==> src/hdl/mq_flags_pkg.sv <==
// constants, widths and register map for the queue flag block
package mq_flags_pkg;
	typedef enum logic [1:0] {W36, W18, W9} port_width_t;
	// register byte offsets
	localparam logic [7:0] CTRL_OFFSET   = 8'h00;
	localparam logic [7:0] STATUS_OFFSET = 8'h04;
	localparam logic [7:0] QUEUES_OFFSET = 8'h08;
	// control fields
	localparam int         CTRL_FLAG_EN_BIT = 0;
	localparam int         CTRL_WR_EN_BIT   = 1;
	localparam int         CTRL_RD_EN_BIT   = 2;
	localparam logic [2:0] CTRL_RESET       = 3'h7;
	// status fields
	localparam int STAT_WQ_LSB  = 0;
	localparam int STAT_RQ_LSB  = 4;
	localparam int STAT_WW_LSB  = 8;
	localparam int STAT_RW_LSB  = 10;
	localparam int STAT_FF_BIT  = 12;
	localparam int STAT_OV_BIT  = 13;
	localparam int STAT_CFG_BIT = 14;
	localparam int QUEUES_EMPTY_LSB = 8;
	// queue address layout
	localparam int QSEL_W   = 6;
	localparam int QLOW_W   = 3;
	localparam int CHIP_W   = 3;
	// occupancy counted in bytes of nine bits
	localparam logic [2:0] UNITS_X36 = 3'h4;
	localparam logic [2:0] UNITS_X18 = 3'h2;
	localparam logic [2:0] UNITS_X9  = 3'h1;
	// read pipeline depth from queue select to new data
	localparam int RD_SWITCH_CYCLES = 2;
	localparam logic [1:0] AXI_OKAY   = 2'h0;
	localparam logic [1:0] AXI_SLVERR = 2'h2;
endpackage : mq_flags_pkg

==> src/hdl/qstat_if.sv <==
// occupancy update and status carrier between flag logic and counters
`timescale 1ns/100ps
interface qstat_if #(
	parameter int NQ = 8
);
	logic          wr_push;
	logic [2:0]    wr_q;
	logic [2:0]    wr_units;
	logic          rd_pop;
	logic [2:0]    rd_q;
	logic [2:0]    rd_units;
	logic [NQ-1:0] full_vec;
	logic [NQ-1:0] avail_vec;
	modport flags (output wr_push, wr_q, wr_units, rd_pop, rd_q, rd_units,
		input full_vec, avail_vec);
	modport counters (input wr_push, wr_q, wr_units, rd_pop, rd_q, rd_units,
		output full_vec, avail_vec);
endinterface : qstat_if

==> src/hdl/queue_status.sv <==
// per-queue occupancy counters with full and data-available status
`timescale 1ns/100ps
module queue_status #(
	parameter int NQ    = 8,
	parameter int DEPTH = 2048
) (
	// clock and reset
	input  wire logic ref_clk,
	input  wire logic rst_b,
	// updates and status
	qstat_if.counters q
);
	localparam int CW = $clog2(DEPTH * 4 + 1);
	localparam logic [CW-1:0] CAP = CW'(DEPTH * 4);

	logic [CW-1:0] cnt_reg [NQ];
	logic [CW-1:0] cnt_next [NQ];

	always_comb begin
		for (int i = 0; i < NQ; i++) begin
			cnt_next[i] = cnt_reg[i];
			// both ports may touch one queue in the same cycle
			if (q.wr_push && q.wr_q == 3'(i))
				cnt_next[i] = cnt_next[i] + CW'(q.wr_units); // RULE_20
			if (q.rd_pop && q.rd_q == 3'(i))
				cnt_next[i] = cnt_next[i] - CW'(q.rd_units); // RULE_11
		end
	end

	always_ff @(posedge ref_clk or negedge rst_b) begin
		if (!rst_b) begin
			for (int i = 0; i < NQ; i++)
				cnt_reg[i] <= '0;
		end else begin
			for (int i = 0; i < NQ; i++)
				cnt_reg[i] <= cnt_next[i];
		end
	end

	always_comb begin
		for (int i = 0; i < NQ; i++) begin
			// full means one more write-port word would not fit
			q.full_vec[i]  = (cnt_reg[i] + CW'(q.wr_units)) > CAP; // RULE_03
			// valid data means a whole read-port word is stored
			q.avail_vec[i] = cnt_reg[i] >= CW'(q.rd_units); // RULE_04
		end
	end
endmodule : queue_status

==> src/hdl/mq_flags.sv <==
// active-queue full and output-valid flags with bus-matched widths
//
// Contract
// RULE_01 - width match off gives x36 both; on, selects pick the narrow port
// RULE_02 - width pins are caught at reset and fix both port widths
// RULE_03 - full state counts in write-port word units
// RULE_04 - valid state counts in read-port word units
// RULE_05 - write select is six bits: low three queue, high three chip
// RULE_06 - full kept per queue, only selected write queue drives the flag
// RULE_07 - full flag shows new queue one write edge after selection
// RULE_08 - first write to a new queue on the second edge after selection
// RULE_09 - controller checks full before writing and skips full queues
// RULE_10 - full flag changes only on rising clock edges
// RULE_11 - reads update a queue's full state even when not write-selected
// RULE_12 - full flag driven only when upper write select bits match chip code
// RULE_13 - controller joins full flags and writes one device at a time
// RULE_14 - valid flag updates on the edge loading the output register
// RULE_15 - empty kept per queue, valid flag reflects selected read queue
// RULE_16 - after last word, next enabled read makes valid flag inactive
// RULE_17 - new queue data and valid flag appear two cycles after select
// RULE_18 - previous queue words keep flowing until new queue data arrives
// RULE_19 - valid flag changes only on rising clock edges
// RULE_20 - writes make a queue non-empty even when not read-selected
// RULE_21 - valid flag driven only when upper read select bits match chip code
// RULE_22 - controller joins valid flags and reads one device at a time
// RULE_23 - both flags active low
// RULE_24 - read queue chosen by select bus with strobe on a rising edge
//
// Local design decisions: the placing of the registers and the AXI4-Lite register port.
`timescale 1ns/100ps
module mq_flags #(
	parameter int NQ    = 8,
	parameter int DEPTH = 2048
) (
	// clock and reset
	input  wire logic        ref_clk,
	input  wire logic        rst_b,
	// write port pins
	input  wire logic [5:0]  write_queue_select,
	input  wire logic        write_select_strobe,
	input  wire logic        write_en_n,
	// read port pins
	input  wire logic [5:0]  read_queue_select,
	input  wire logic        read_select_strobe,
	input  wire logic        read_en_n,
	// set-up straps
	input  wire logic        width_match_enable,
	input  wire logic        input_width_select,
	input  wire logic        output_width_select,
	input  wire logic        chip_code_bit0,
	input  wire logic        chip_code_bit1,
	input  wire logic        chip_code_bit2,
	// flag pins
	output logic             write_queue_full_n,
	output logic             write_queue_full_n_oe,
	output logic             read_word_valid_n,
	output logic             read_word_valid_n_oe,
	output logic [2:0]       read_word_queue,
	// axi4-lite slave
	input  wire logic [7:0]  s_axi_awaddr,
	input  wire logic        s_axi_awvalid,
	output logic             s_axi_awready,
	input  wire logic [31:0] s_axi_wdata,
	input  wire logic [3:0]  s_axi_wstrb,
	input  wire logic        s_axi_wvalid,
	output logic             s_axi_wready,
	output logic [1:0]       s_axi_bresp,
	output logic             s_axi_bvalid,
	input  wire logic        s_axi_bready,
	input  wire logic [7:0]  s_axi_araddr,
	input  wire logic        s_axi_arvalid,
	output logic             s_axi_arready,
	output logic [31:0]      s_axi_rdata,
	output logic [1:0]       s_axi_rresp,
	output logic             s_axi_rvalid,
	input  wire logic        s_axi_rready
);
	localparam int PW = 19;

	function automatic logic [2:0] units(input mq_flags_pkg::port_width_t w);
		case (w)
			mq_flags_pkg::W18: units = mq_flags_pkg::UNITS_X18;
			mq_flags_pkg::W9:  units = mq_flags_pkg::UNITS_X9;
			default:           units = mq_flags_pkg::UNITS_X36;
		endcase
	endfunction : units

	qstat_if #(.NQ(NQ)) qs ();

	queue_status #(.NQ(NQ), .DEPTH(DEPTH)) counters (
		.ref_clk (ref_clk),
		.rst_b   (rst_b),
		.q       (qs.counters)
	);

	// pin synchronisers: all pins pass two flops before use
	logic [PW-1:0] pin_raw;
	logic [PW-1:0] pin_s1_reg;
	logic [PW-1:0] pin_s2_reg;
	assign pin_raw = {write_queue_select, write_select_strobe, write_en_n,
		read_queue_select, read_select_strobe, read_en_n,
		width_match_enable, input_width_select, output_width_select};

	always_ff @(posedge ref_clk or negedge rst_b) begin
		if (!rst_b) begin
			pin_s1_reg <= '0;
			pin_s2_reg <= '0;
		end else begin
			pin_s1_reg <= pin_raw;
			pin_s2_reg <= pin_s1_reg;
		end
	end

	logic [5:0] wsel_in;
	logic       wstb_in;
	logic       wen_n_in;
	logic [5:0] rsel_in;
	logic       rstb_in;
	logic       ren_n_in;
	logic       bm_in;
	logic       iw_in;
	logic       ow_in;
	assign {wsel_in, wstb_in, wen_n_in, rsel_in, rstb_in, ren_n_in,
		bm_in, iw_in, ow_in} = pin_s2_reg;

	// chip code is static, still passed through two flops
	logic [2:0] chip_s1_reg;
	logic [2:0] chip_reg;
	always_ff @(posedge ref_clk or negedge rst_b) begin
		if (!rst_b) begin
			chip_s1_reg <= '0;
			chip_reg    <= '0;
		end else begin
			chip_s1_reg <= {chip_code_bit2, chip_code_bit1, chip_code_bit0};
			chip_reg    <= chip_s1_reg;
		end
	end

	// width straps: caught once, after the synchroniser has filled
	logic [1:0]                  cfg_wait_reg, cfg_wait_next;
	logic                        cfg_done_reg, cfg_done_next;
	mq_flags_pkg::port_width_t   ww_reg, ww_next, rw_reg, rw_next;

	always_comb begin
		cfg_wait_next = cfg_wait_reg;
		cfg_done_next = cfg_done_reg;
		ww_next       = ww_reg;
		rw_next       = rw_reg;
		if (!cfg_done_reg) begin
			cfg_wait_next = cfg_wait_reg + 2'h1;
			if (cfg_wait_reg == 2'h2) begin
				cfg_done_next = 1'b1; // RULE_02
				ww_next = mq_flags_pkg::W36; // RULE_01
				rw_next = mq_flags_pkg::W36;
				if (bm_in && !iw_in)
					rw_next = ow_in ? mq_flags_pkg::W9 : mq_flags_pkg::W18;
				else if (bm_in)
					ww_next = ow_in ? mq_flags_pkg::W9 : mq_flags_pkg::W18;
			end
		end
	end

	always_ff @(posedge ref_clk or negedge rst_b) begin
		if (!rst_b) begin
			cfg_wait_reg <= '0;
			cfg_done_reg <= 1'b0;
			ww_reg       <= mq_flags_pkg::W36;
			rw_reg       <= mq_flags_pkg::W36;
		end else begin
			cfg_wait_reg <= cfg_wait_next;
			cfg_done_reg <= cfg_done_next;
			ww_reg       <= ww_next;
			rw_reg       <= rw_next;
		end
	end

	logic [2:0] ctrl_reg, ctrl_next;

	// write side
	logic [5:0] wsel_reg, wsel_next;
	logic       ff_n_reg, ff_n_next;
	logic       ff_oe_reg, ff_oe_next;
	logic       wr_hit;

	always_comb begin
		wsel_next = wsel_reg;
		if (wstb_in)
			wsel_next = wsel_in; // RULE_05
		// flag follows the registered select, so it lags selection by one
		ff_n_next  = !qs.full_vec[wsel_reg[2:0]]; // RULE_06 RULE_07 RULE_23
		ff_oe_next = ctrl_reg[mq_flags_pkg::CTRL_FLAG_EN_BIT] &&
			wsel_reg[5:3] == chip_reg; // RULE_12
	end

	// a write one edge after select lands in the new queue on the second
	assign wr_hit = cfg_done_reg && !wen_n_in &&
		wsel_reg[5:3] == chip_reg && !qs.full_vec[wsel_reg[2:0]] &&
		ctrl_reg[mq_flags_pkg::CTRL_WR_EN_BIT]; // RULE_08 RULE_09

	always_ff @(posedge ref_clk or negedge rst_b) begin
		if (!rst_b) begin
			wsel_reg  <= '0;
			ff_n_reg  <= 1'b1;
			ff_oe_reg <= 1'b0;
		end else begin
			wsel_reg  <= wsel_next;
			ff_n_reg  <= ff_n_next; // RULE_10
			ff_oe_reg <= ff_oe_next;
		end
	end

	// read side: select stage, active queue, output register
	logic [5:0] rsel_reg, rsel_next;
	logic       rpend_reg, rpend_next;
	logic [5:0] ract_reg, ract_next;
	logic       ov_n_reg, ov_n_next;
	logic       ov_oe_reg, ov_oe_next;
	logic [2:0] rq_out_reg, rq_out_next;
	logic       rd_load;
	logic       rd_take;

	// the register refills when empty or when the held word is read
	assign rd_take = ov_n_reg || !ren_n_in;
	assign rd_load = cfg_done_reg && rd_take &&
		ract_reg[5:3] == chip_reg && qs.avail_vec[ract_reg[2:0]] &&
		ctrl_reg[mq_flags_pkg::CTRL_RD_EN_BIT];

	always_comb begin
		rsel_next   = rsel_reg;
		rpend_next  = 1'b0;
		ract_next   = ract_reg;
		ov_n_next   = ov_n_reg;
		rq_out_next = rq_out_reg;
		if (rstb_in) begin
			rsel_next  = rsel_in; // RULE_24
			rpend_next = 1'b1;
		end
		// old queue stays active until one edge after select
		if (rpend_reg)
			ract_next = rsel_reg; // RULE_17 RULE_18
		if (rd_take) begin
			ov_n_next   = !rd_load; // RULE_14 RULE_15 RULE_16 RULE_23
			rq_out_next = ract_reg[2:0];
		end
		ov_oe_next = ctrl_reg[mq_flags_pkg::CTRL_FLAG_EN_BIT] &&
			rsel_reg[5:3] == chip_reg; // RULE_21
	end

	always_ff @(posedge ref_clk or negedge rst_b) begin
		if (!rst_b) begin
			rsel_reg   <= '0;
			rpend_reg  <= 1'b0;
			ract_reg   <= '0;
			ov_n_reg   <= 1'b1;
			ov_oe_reg  <= 1'b0;
			rq_out_reg <= '0;
		end else begin
			rsel_reg   <= rsel_next;
			rpend_reg  <= rpend_next;
			ract_reg   <= ract_next;
			ov_n_reg   <= ov_n_next; // RULE_19
			ov_oe_reg  <= ov_oe_next;
			rq_out_reg <= rq_out_next;
		end
	end

	assign qs.wr_push  = wr_hit; // RULE_20
	assign qs.wr_q     = wsel_reg[2:0];
	assign qs.wr_units = units(ww_reg); // RULE_03
	assign qs.rd_pop   = rd_load; // RULE_11
	assign qs.rd_q     = ract_reg[2:0];
	assign qs.rd_units = units(rw_reg); // RULE_04

	assign write_queue_full_n    = ff_n_reg;
	assign write_queue_full_n_oe = ff_oe_reg;
	assign read_word_valid_n     = ov_n_reg;
	assign read_word_valid_n_oe  = ov_oe_reg;
	assign read_word_queue       = rq_out_reg;

	// axi4-lite slave, one write and one read at a time
	logic        aw_got_reg, aw_got_next;
	logic        w_got_reg, w_got_next;
	logic [7:0]  awaddr_reg, awaddr_next;
	logic [31:0] wdata_reg, wdata_next;
	logic [3:0]  wstrb_reg, wstrb_next;
	logic        bvalid_reg, bvalid_next;
	logic [1:0]  bresp_reg, bresp_next;
	logic        awready_reg, awready_next;
	logic        wready_reg, wready_next;
	logic        arready_reg, arready_next;
	logic        rvalid_reg, rvalid_next;
	logic [31:0] rdata_reg, rdata_next;
	logic [1:0]  rresp_reg, rresp_next;

	always_comb begin
		aw_got_next = aw_got_reg;
		w_got_next  = w_got_reg;
		awaddr_next = awaddr_reg;
		wdata_next  = wdata_reg;
		wstrb_next  = wstrb_reg;
		bvalid_next = bvalid_reg;
		bresp_next  = bresp_reg;
		ctrl_next   = ctrl_reg;
		if (s_axi_awvalid && awready_reg) begin
			aw_got_next = 1'b1;
			awaddr_next = s_axi_awaddr;
		end
		if (s_axi_wvalid && wready_reg) begin
			w_got_next = 1'b1;
			wdata_next = s_axi_wdata;
			wstrb_next = s_axi_wstrb;
		end
		if (bvalid_reg && s_axi_bready)
			bvalid_next = 1'b0;
		if (aw_got_reg && w_got_reg && !bvalid_reg) begin
			aw_got_next = 1'b0;
			w_got_next  = 1'b0;
			bvalid_next = 1'b1;
			bresp_next  = mq_flags_pkg::AXI_OKAY;
			if (awaddr_reg == mq_flags_pkg::CTRL_OFFSET) begin
				if (wstrb_reg[0])
					ctrl_next = wdata_reg[2:0];
			end else if (awaddr_reg != mq_flags_pkg::STATUS_OFFSET &&
				awaddr_reg != mq_flags_pkg::QUEUES_OFFSET)
				bresp_next = mq_flags_pkg::AXI_SLVERR;
		end
		awready_next = !aw_got_next && !bvalid_next;
		wready_next  = !w_got_next && !bvalid_next;
	end

	always_comb begin
		rvalid_next = rvalid_reg;
		rdata_next  = rdata_reg;
		rresp_next  = rresp_reg;
		if (rvalid_reg && s_axi_rready)
			rvalid_next = 1'b0;
		if (s_axi_arvalid && arready_reg) begin
			rvalid_next = 1'b1;
			rresp_next  = mq_flags_pkg::AXI_OKAY;
			rdata_next  = '0;
			case (s_axi_araddr)
				mq_flags_pkg::CTRL_OFFSET: rdata_next[2:0] = ctrl_reg;
				mq_flags_pkg::STATUS_OFFSET: begin
					rdata_next[mq_flags_pkg::STAT_WQ_LSB +: 6] = wsel_reg;
					rdata_next[mq_flags_pkg::STAT_RQ_LSB +: 3] = ract_reg[2:0];
					rdata_next[mq_flags_pkg::STAT_WW_LSB +: 2] = ww_reg;
					rdata_next[mq_flags_pkg::STAT_RW_LSB +: 2] = rw_reg;
					rdata_next[mq_flags_pkg::STAT_FF_BIT]  = ff_n_reg;
					rdata_next[mq_flags_pkg::STAT_OV_BIT]  = ov_n_reg;
					rdata_next[mq_flags_pkg::STAT_CFG_BIT] = cfg_done_reg;
				end
				mq_flags_pkg::QUEUES_OFFSET: begin
					rdata_next[NQ-1:0] = qs.full_vec;
					rdata_next[mq_flags_pkg::QUEUES_EMPTY_LSB +: NQ] =
						~qs.avail_vec;
				end
				default: rresp_next = mq_flags_pkg::AXI_SLVERR;
			endcase
		end
		arready_next = !rvalid_next;
	end

	always_ff @(posedge ref_clk or negedge rst_b) begin
		if (!rst_b) begin
			aw_got_reg  <= 1'b0;
			w_got_reg   <= 1'b0;
			awaddr_reg  <= '0;
			wdata_reg   <= '0;
			wstrb_reg   <= '0;
			bvalid_reg  <= 1'b0;
			bresp_reg   <= '0;
			awready_reg <= 1'b0;
			wready_reg  <= 1'b0;
			arready_reg <= 1'b0;
			rvalid_reg  <= 1'b0;
			rdata_reg   <= '0;
			rresp_reg   <= '0;
			ctrl_reg    <= mq_flags_pkg::CTRL_RESET;
		end else begin
			aw_got_reg  <= aw_got_next;
			w_got_reg   <= w_got_next;
			awaddr_reg  <= awaddr_next;
			wdata_reg   <= wdata_next;
			wstrb_reg   <= wstrb_next;
			bvalid_reg  <= bvalid_next;
			bresp_reg   <= bresp_next;
			awready_reg <= awready_next;
			wready_reg  <= wready_next;
			arready_reg <= arready_next;
			rvalid_reg  <= rvalid_next;
			rdata_reg   <= rdata_next;
			rresp_reg   <= rresp_next;
			ctrl_reg    <= ctrl_next;
		end
	end

	assign s_axi_awready = awready_reg;
	assign s_axi_wready  = wready_reg;
	assign s_axi_bvalid  = bvalid_reg;
	assign s_axi_bresp   = bresp_reg;
	assign s_axi_arready = arready_reg;
	assign s_axi_rvalid  = rvalid_reg;
	assign s_axi_rdata   = rdata_reg;
	assign s_axi_rresp   = rresp_reg;
endmodule : mq_flags

==> config.mk <==
export PLATFORM = sky130hd
export DESIGN_NAME = mq_flags
export DESIGN_NICKNAME = d
export VERILOG_FILES = /design/src/hdl/mq_flags_pkg.sv /design/src/hdl/qstat_if.sv /design/src/hdl/queue_status.sv /design/src/hdl/mq_flags.sv
export SDC_FILE = /design/constraint.sdc
export NUM_CORES = 1
export LEC_CHECK = 0
export BUFFER_PORTS_ARGS = -buffer_cell sky130_fd_sc_hd__buf_2
export CAP_MARGIN = 20
export CELL_PAD_IN_SITES_DETAIL_PLACEMENT = 0
export CELL_PAD_IN_SITES_GLOBAL_PLACEMENT = 1
export CORE_MARGIN = 3
export CORE_UTILIZATION = 48
export CTS_CLUSTER_DIAMETER = 40
export DETAILED_ROUTE_END_ITERATION = 10
export GPL_TIMING_DRIVEN = 0
export PLACE_DENSITY = 0.91
export SLEW_MARGIN = 10
export SYNTH_ARGS = -nofsm -noshare
export SYNTH_HDL_FRONTEND = slang
export SYNTH_SLANG_ARGS = --single-unit
==> constraint.sdc <==
create_clock -name ref_clk -period 6.45 [get_ports ref_clk]
set_input_delay 0.3225 -clock ref_clk [delete_from_list [all_inputs] [get_ports ref_clk]]
set_output_delay 0.3225 -clock ref_clk [all_outputs]
set_load 0.01 [all_outputs]
# Word level (Yosys, flattened, before mapping)
# Cells that the tools add are included.
[op_classes] bitwise_logic=2 muxes=45 n_lt_le_gt_ge=18 eq_ne=26 reduce_logical=55 add_sub_neg=17
[op_table] cell="$mux 14" count=16
[op_table] cell="$add 14x3->14" count=8
[op_table] cell="$ge 14x3->1" count=8
[op_table] cell="$gt 14x14->1 const B" count=8
[op_table] cell="$sub 14x3->14" count=8
[op_table] cell="$logic_and 1x1->1" count=37
[op_table] cell="$eq 3x3->1 const B" count=8
[op_table] cell="$logic_not 8->1" count=2
[op_table] cell="$mux 1" count=15
[op_table] cell="$mux 2" count=7
[op_table] cell="$pmux 7 s2" count=1
[op_table] cell="$eq 3x2->1 const B" count=4
[op_table] cell="$pmux 3 s2" count=2
[op_table] cell="$logic_not 1->1" count=10
[op_table] cell="$eq 3x3->1" count=3
[op_table] cell="$pmux 3 s3" count=1
[op_table] cell="$eq 8x3->1 const B" count=1
[op_table] cell="$eq 8x4->1 const B" count=1
[op_table] cell="$lt 3x4->1 const B" count=2
[op_table] cell="$ne 8x3->1 const B" count=1
[op_table] cell="$ne 8x4->1 const B" count=1
[op_table] cell="$not 8->8" count=1
[op_table] cell="$pmux 4 s2" count=1
[op_table] cell="$bmux 1 s3" count=2
[op_table] cell="10 further kinds" count=15
[totals] register_bits=231 out_inout_bits=48

# Logic depth before layout (Yosys ltp)
[depth] depth_word=13 mapped_depth=26 depth_no_buf=23

# Hierarchy
# From an unflattened synthesis, not the netlist that was laid out.
[unflattened] hier_cells=1756 area_unflattened_um2=16482.1
[by_module_without_submodules] mod="queue_status" cells_per_inst=1453 instances=1 seq_area_each_um2=2802.7 area_per_inst_um2=12070.3
[by_module_without_submodules] mod="mq_flags" cells_per_inst=303 instances=1 seq_area_each_um2=2934.1 area_per_inst_um2=4411.7

# Least setup slack after synthesis
# Ideal clock, no wire load.
[synth_path] kind="register to register" start="register ww_reg[1]" end="register counters.cnt_reg[22] (netlist bit)" arrival_ns=5.013 synth_period_minus_slack_ns=5.093 stages_incl_launch_ff=26 setup_time_ns=0.080 slack_ns=1.357 cell_sequence="dfrtp_1 -> inv_1 -> ha_1 -> buf_4 -> buf_2 -> xor2_1 -> ha_1 -> a21oi_1 -> o21ai_2 -> mux2_2 -> or3_1 -> a211oi_2 -> a22oi_1 -> nor2_1 -> nor2_1 -> a21oi_1 -> ha_1 -> inv_1 -> fa_1 -> nand2_1 -> nand4_1 -> nor3_1 -> mux2_2 -> a211oi_1 -> a31oi_1 -> xnor2_1"
[synth_rtl] element="start: declaration" line="mq_flags.sv:142" text="mq_flags_pkg::port_width_t ww_reg, ww_next, rw_reg, rw_next;"
[synth_rtl] element="start signal: assignment" line="mq_flags.sv:167" text="ww_reg <= mq_flags_pkg::W36;"
[synth_rtl] element="start signal: assignment" line="mq_flags.sv:172" text="ww_reg <= ww_next;"
[synth_rtl] element="end signal: indexed assignment" line="queue_status.sv:36" text="cnt_reg[i] <= cnt_next[i];"
[synth_rtl] element="end: declaration" line="queue_status.sv:16" text="logic [CW-1:0] cnt_reg [NQ];"

==> metrics.md <==
| Metric | Value |
|---|---|
| Largest stage delay on the critical path | `560 ps` |
| Hold depth | `5` |
| Clk_lat worst skew | `580 ps` |
| Starting DRT DRC Count | `1,202` |
| Avg Cell Area, Syn | `9.00 um^2` |
| Critical path's top delay family | `simple AND/OR/NAND/NOR gates` |
| Overflow after GRT | `0` |
| Crit end category | `flip-flop` |
| HP Class | `in -> reg` |
| Clock root cell | `clkbuf_16` |
| Synthesis-stage register bit count | `229` |
| Fillers | `3,046` |
| Pleak | `8.60 nW` |
| Status | `completed` |
| Unique cell type count in the Yosys netlist | `113` |
| DRT antenna net count | `0` |
| Top-area cell type share of the netlist area | `32.4%` |
| # setup viols final | `0` |
| Vias per cell | `5.96` |
| R2R cell count | `21` |
| Die area | `38,400 um^2` |
| WS Path Type | `reg -> reg` |
| Max_cap viols | `0` |
| Final hold vios | `0` |
| RSZ-0062 raised after global routing | `false` |
| Post-layout min period | `5980 ps` |
| Crit path DAT | `6460 ps` |
| Crit share post-route | `92.6%` |
| Initial antenna violation count | `0` |
| Number of flops mapped to enable cells by yosys | `0` |
| Total power | `4.50 mW` |
| Post-DP HPWL | `35,700 um` |
| FMAX | `167 MHz` |
| Max FFs per register | `112` |
| Crit path max fanout | `19` |
| GRT Util Overall | `26.1%` |
| Number of port buffers | `77` |
| CTS tree | `yes` |
| Final GP Congestion | `0.920` |
| Sequential element share of the synthesized area | `33.1%` |
| # IOs | `129` |
| Power Dens Cells | `220 nW/um^2` |
| Fraction of layout cells with a size suffix above 1 | `17.1%` |
| Post-synth top area cell | `dfrtp_1` |
| Htree depth | `2` |
| Vias in the first global route | `15,300` |
| Mean routed wirelength per cell | `19.4 um` |
| Ant. Diodes | `0` |
| Most frequent cell after synthesis | `dfrtp_1` |
| Top post-synthesis cells by count | `dfrtp_1, nand2_1, nor2_1, xnor2_1, xor2_1` |
| First-pass GRT wire length | `81,400 um` |
| Worst-path cell chain | `inv_1, ha_2, buf_4, xor2_1, ha_1, a221oi_2, nor4_1, xnor2_1, o211ai_1, or4_1, o22ai_2, o21a_1, mux2i_1, ha_1, inv_1, fa_1, nand2_1, nand2_1, or2_1, nor4b_2, xnor2_1` |
| Initial Util | `49.4%` |
| Post-synth ARST share | `100%` |
| Overall routed net length | `50,500 um` |
| Max VDD drop | `303 uV` |
| Crit path required time | `6930 ps` |
| Syn Inst Count | `1,924` |
| Worst-case clock skew | `41.6 ps` |
| Die X | `196 um` |
| Die Y | `196 um` |
| Final #Nets | `2,267` |
| Mapped Area | `17,300 um^2` |
| Largest net degree at the start of global routing | `113` |
| CP Buf/Inv Count | `3` |
| Detailed-route DRC error count | `0` |
| Crit. path cell count | `21` |
| Clock Pin Slew Worst Setup and Hold Paths | `60 ps` |
| Worst-margin pin slew | `1050 ps` |
| Clock sinks | `229` |
| Area Growth Syn to Fin | `17.8%` |
| CP startpoint kind | `flip-flop` |
| YS warnings | `0` |
| Area of the multi-input gates | `10,900 um^2` |
| Clock Path Buffers | `3` |
| Seq. cell area | `5740 um^2` |
| Slowest stage cell, crit path | `or4_1` |
| Via count | `15,500` |
| CTS buffer count | `43` |
| Worst slew margin | `30.0%` |
| Setup_tns | `0 ps` |
| Fin. max-slew vios | `0` |
| Core ar. | `35,100 um^2` |
| Row Count | `68` |
| Initial DRT Pass Iterations | `6` |
| Area contributors post-synth | `dfrtp_1, xnor2_1, ha_1` |
| Top FF cell, synth | `dfrtp_1` |
metrics by stage:
step / setup WS [ps] / utilization, % / hold slack [ps] / instances / cell area, um^2
finish: 475 / 58.2 / 117 / 2598 / 20400
global route: 164 / 58.2 / 165 / 2598 / 20400
detailed placement: -238 / 52.6 / 224 / 2477 / 18400
floorplan: 1360 / - / 26.9 / 1941 / 17400
global placement: -65.3 / 52.3 / 332 / 2473 / 18300
CTS: 5.68 / 58.0 / 96.9 / 2596 / 20300
layout by cell type, fill, tap and decap left out, drive strengths merged, types with 66 or more instances in the layout:
cell	n
a21oi	70
buf	132
clkbuf	126
dfrtp	224
ha	70
inv	70
nand2	186
nand3	68
nor2	151
nor3	66
o21ai	68
xnor2	139
xor2	82
cell families (layout without fill, tap and decap cells):
logic type	after synthesis	count (layout)	share of synthesized area, %
AND/OR/NAND/NOR	738	738	21.9
AO/OA/AOI/OAI	364	364	16.0
flip-flops	229	229	33.1
XOR/XNOR	222	222	11.4
buffers and inverters	184	386	4.83
multiplexers	107	107	6.72
adder cells (fa/ha/maj)	79	79	6.04
other	1	18	0.0216
worst register-to-register path: stages (launching register included):
cell	delay, ps
dfrtp_1	450
inv_1	110
ha_2	320
buf_4	340
xor2_1	210
ha_1	240
a221oi_2	70
nor4_1	520
xnor2_1	190
o211ai_1	130
or4_1	560
o22ai_2	430
o21a_1	370
mux2i_1	320
ha_1	190
inv_1	60
fa_1	410
nand2_1	110
nand2_1	120
or2_1	280
nor4b_2	300
xnor2_1	140
what timing repair did:
action	in CTS	in global routing
endpoints found under the setup margin	10	38
pin swaps	0	1
setup buffers	0	2
gates resized for setup	6	12
hold buffers	39	0
hold endpoints to repair	74	0
area by class of cell:
class / count / area share [%]
Timing Repair Buffer: 123 / 4.38
Tap cell: 455 / 2.79
Sequential cell: 229 / 28.1
Buffer: 122 / 2.96
Inverter: 61 / 1.12
Clock buffer: 52 / 5.84
Clock inverter: 28 / 1.35
Multi-Input combinational cell: 1528 / 53.5
routing by layer:
metal	track usage [%]	share of wire [%]	vias up
met1	34.1	43	7496
met5	0	0	-
met2	42.8	47	554
met4	11.4	3.8	0
li1	-	-	7319
met3	4.34	6.6	118
path summary, 6_finish.rpt:
path / startpoint / end / slack [ps]
setup / recovery: ww_reg[1]$_DFFE_PN0P_ / counters.cnt_reg[110]$_DFF_PN0_ / 470
hold / removal: s_axi_araddr[0] / s_axi_rresp[1]$_DFFE_PN0P_ / 120
setup reg to reg: ww_reg[1]$_DFFE_PN0P_ / counters.cnt_reg[110]$_DFF_PN0_ / 470
hold reg to reg: pin_s1_reg[16]$_DFF_PN0_ / pin_s2_reg[16]$_DFF_PN0_ / 350
max in group asynchronous: rst_b / pin_s1_reg[1]$_DFF_PN0_ / 5380
min in group asynchronous: rst_b / counters.cnt_reg[94]$_DFF_PN0_ / 240
power by group:
group	switching (mW)	total, mW	internal, mW
Sequential	0.0830	1.63	1.55
Combinational	0.368	0.616	0.248
Clock	0.864	2.25	1.39
Power figures use the tool's default switching activity.
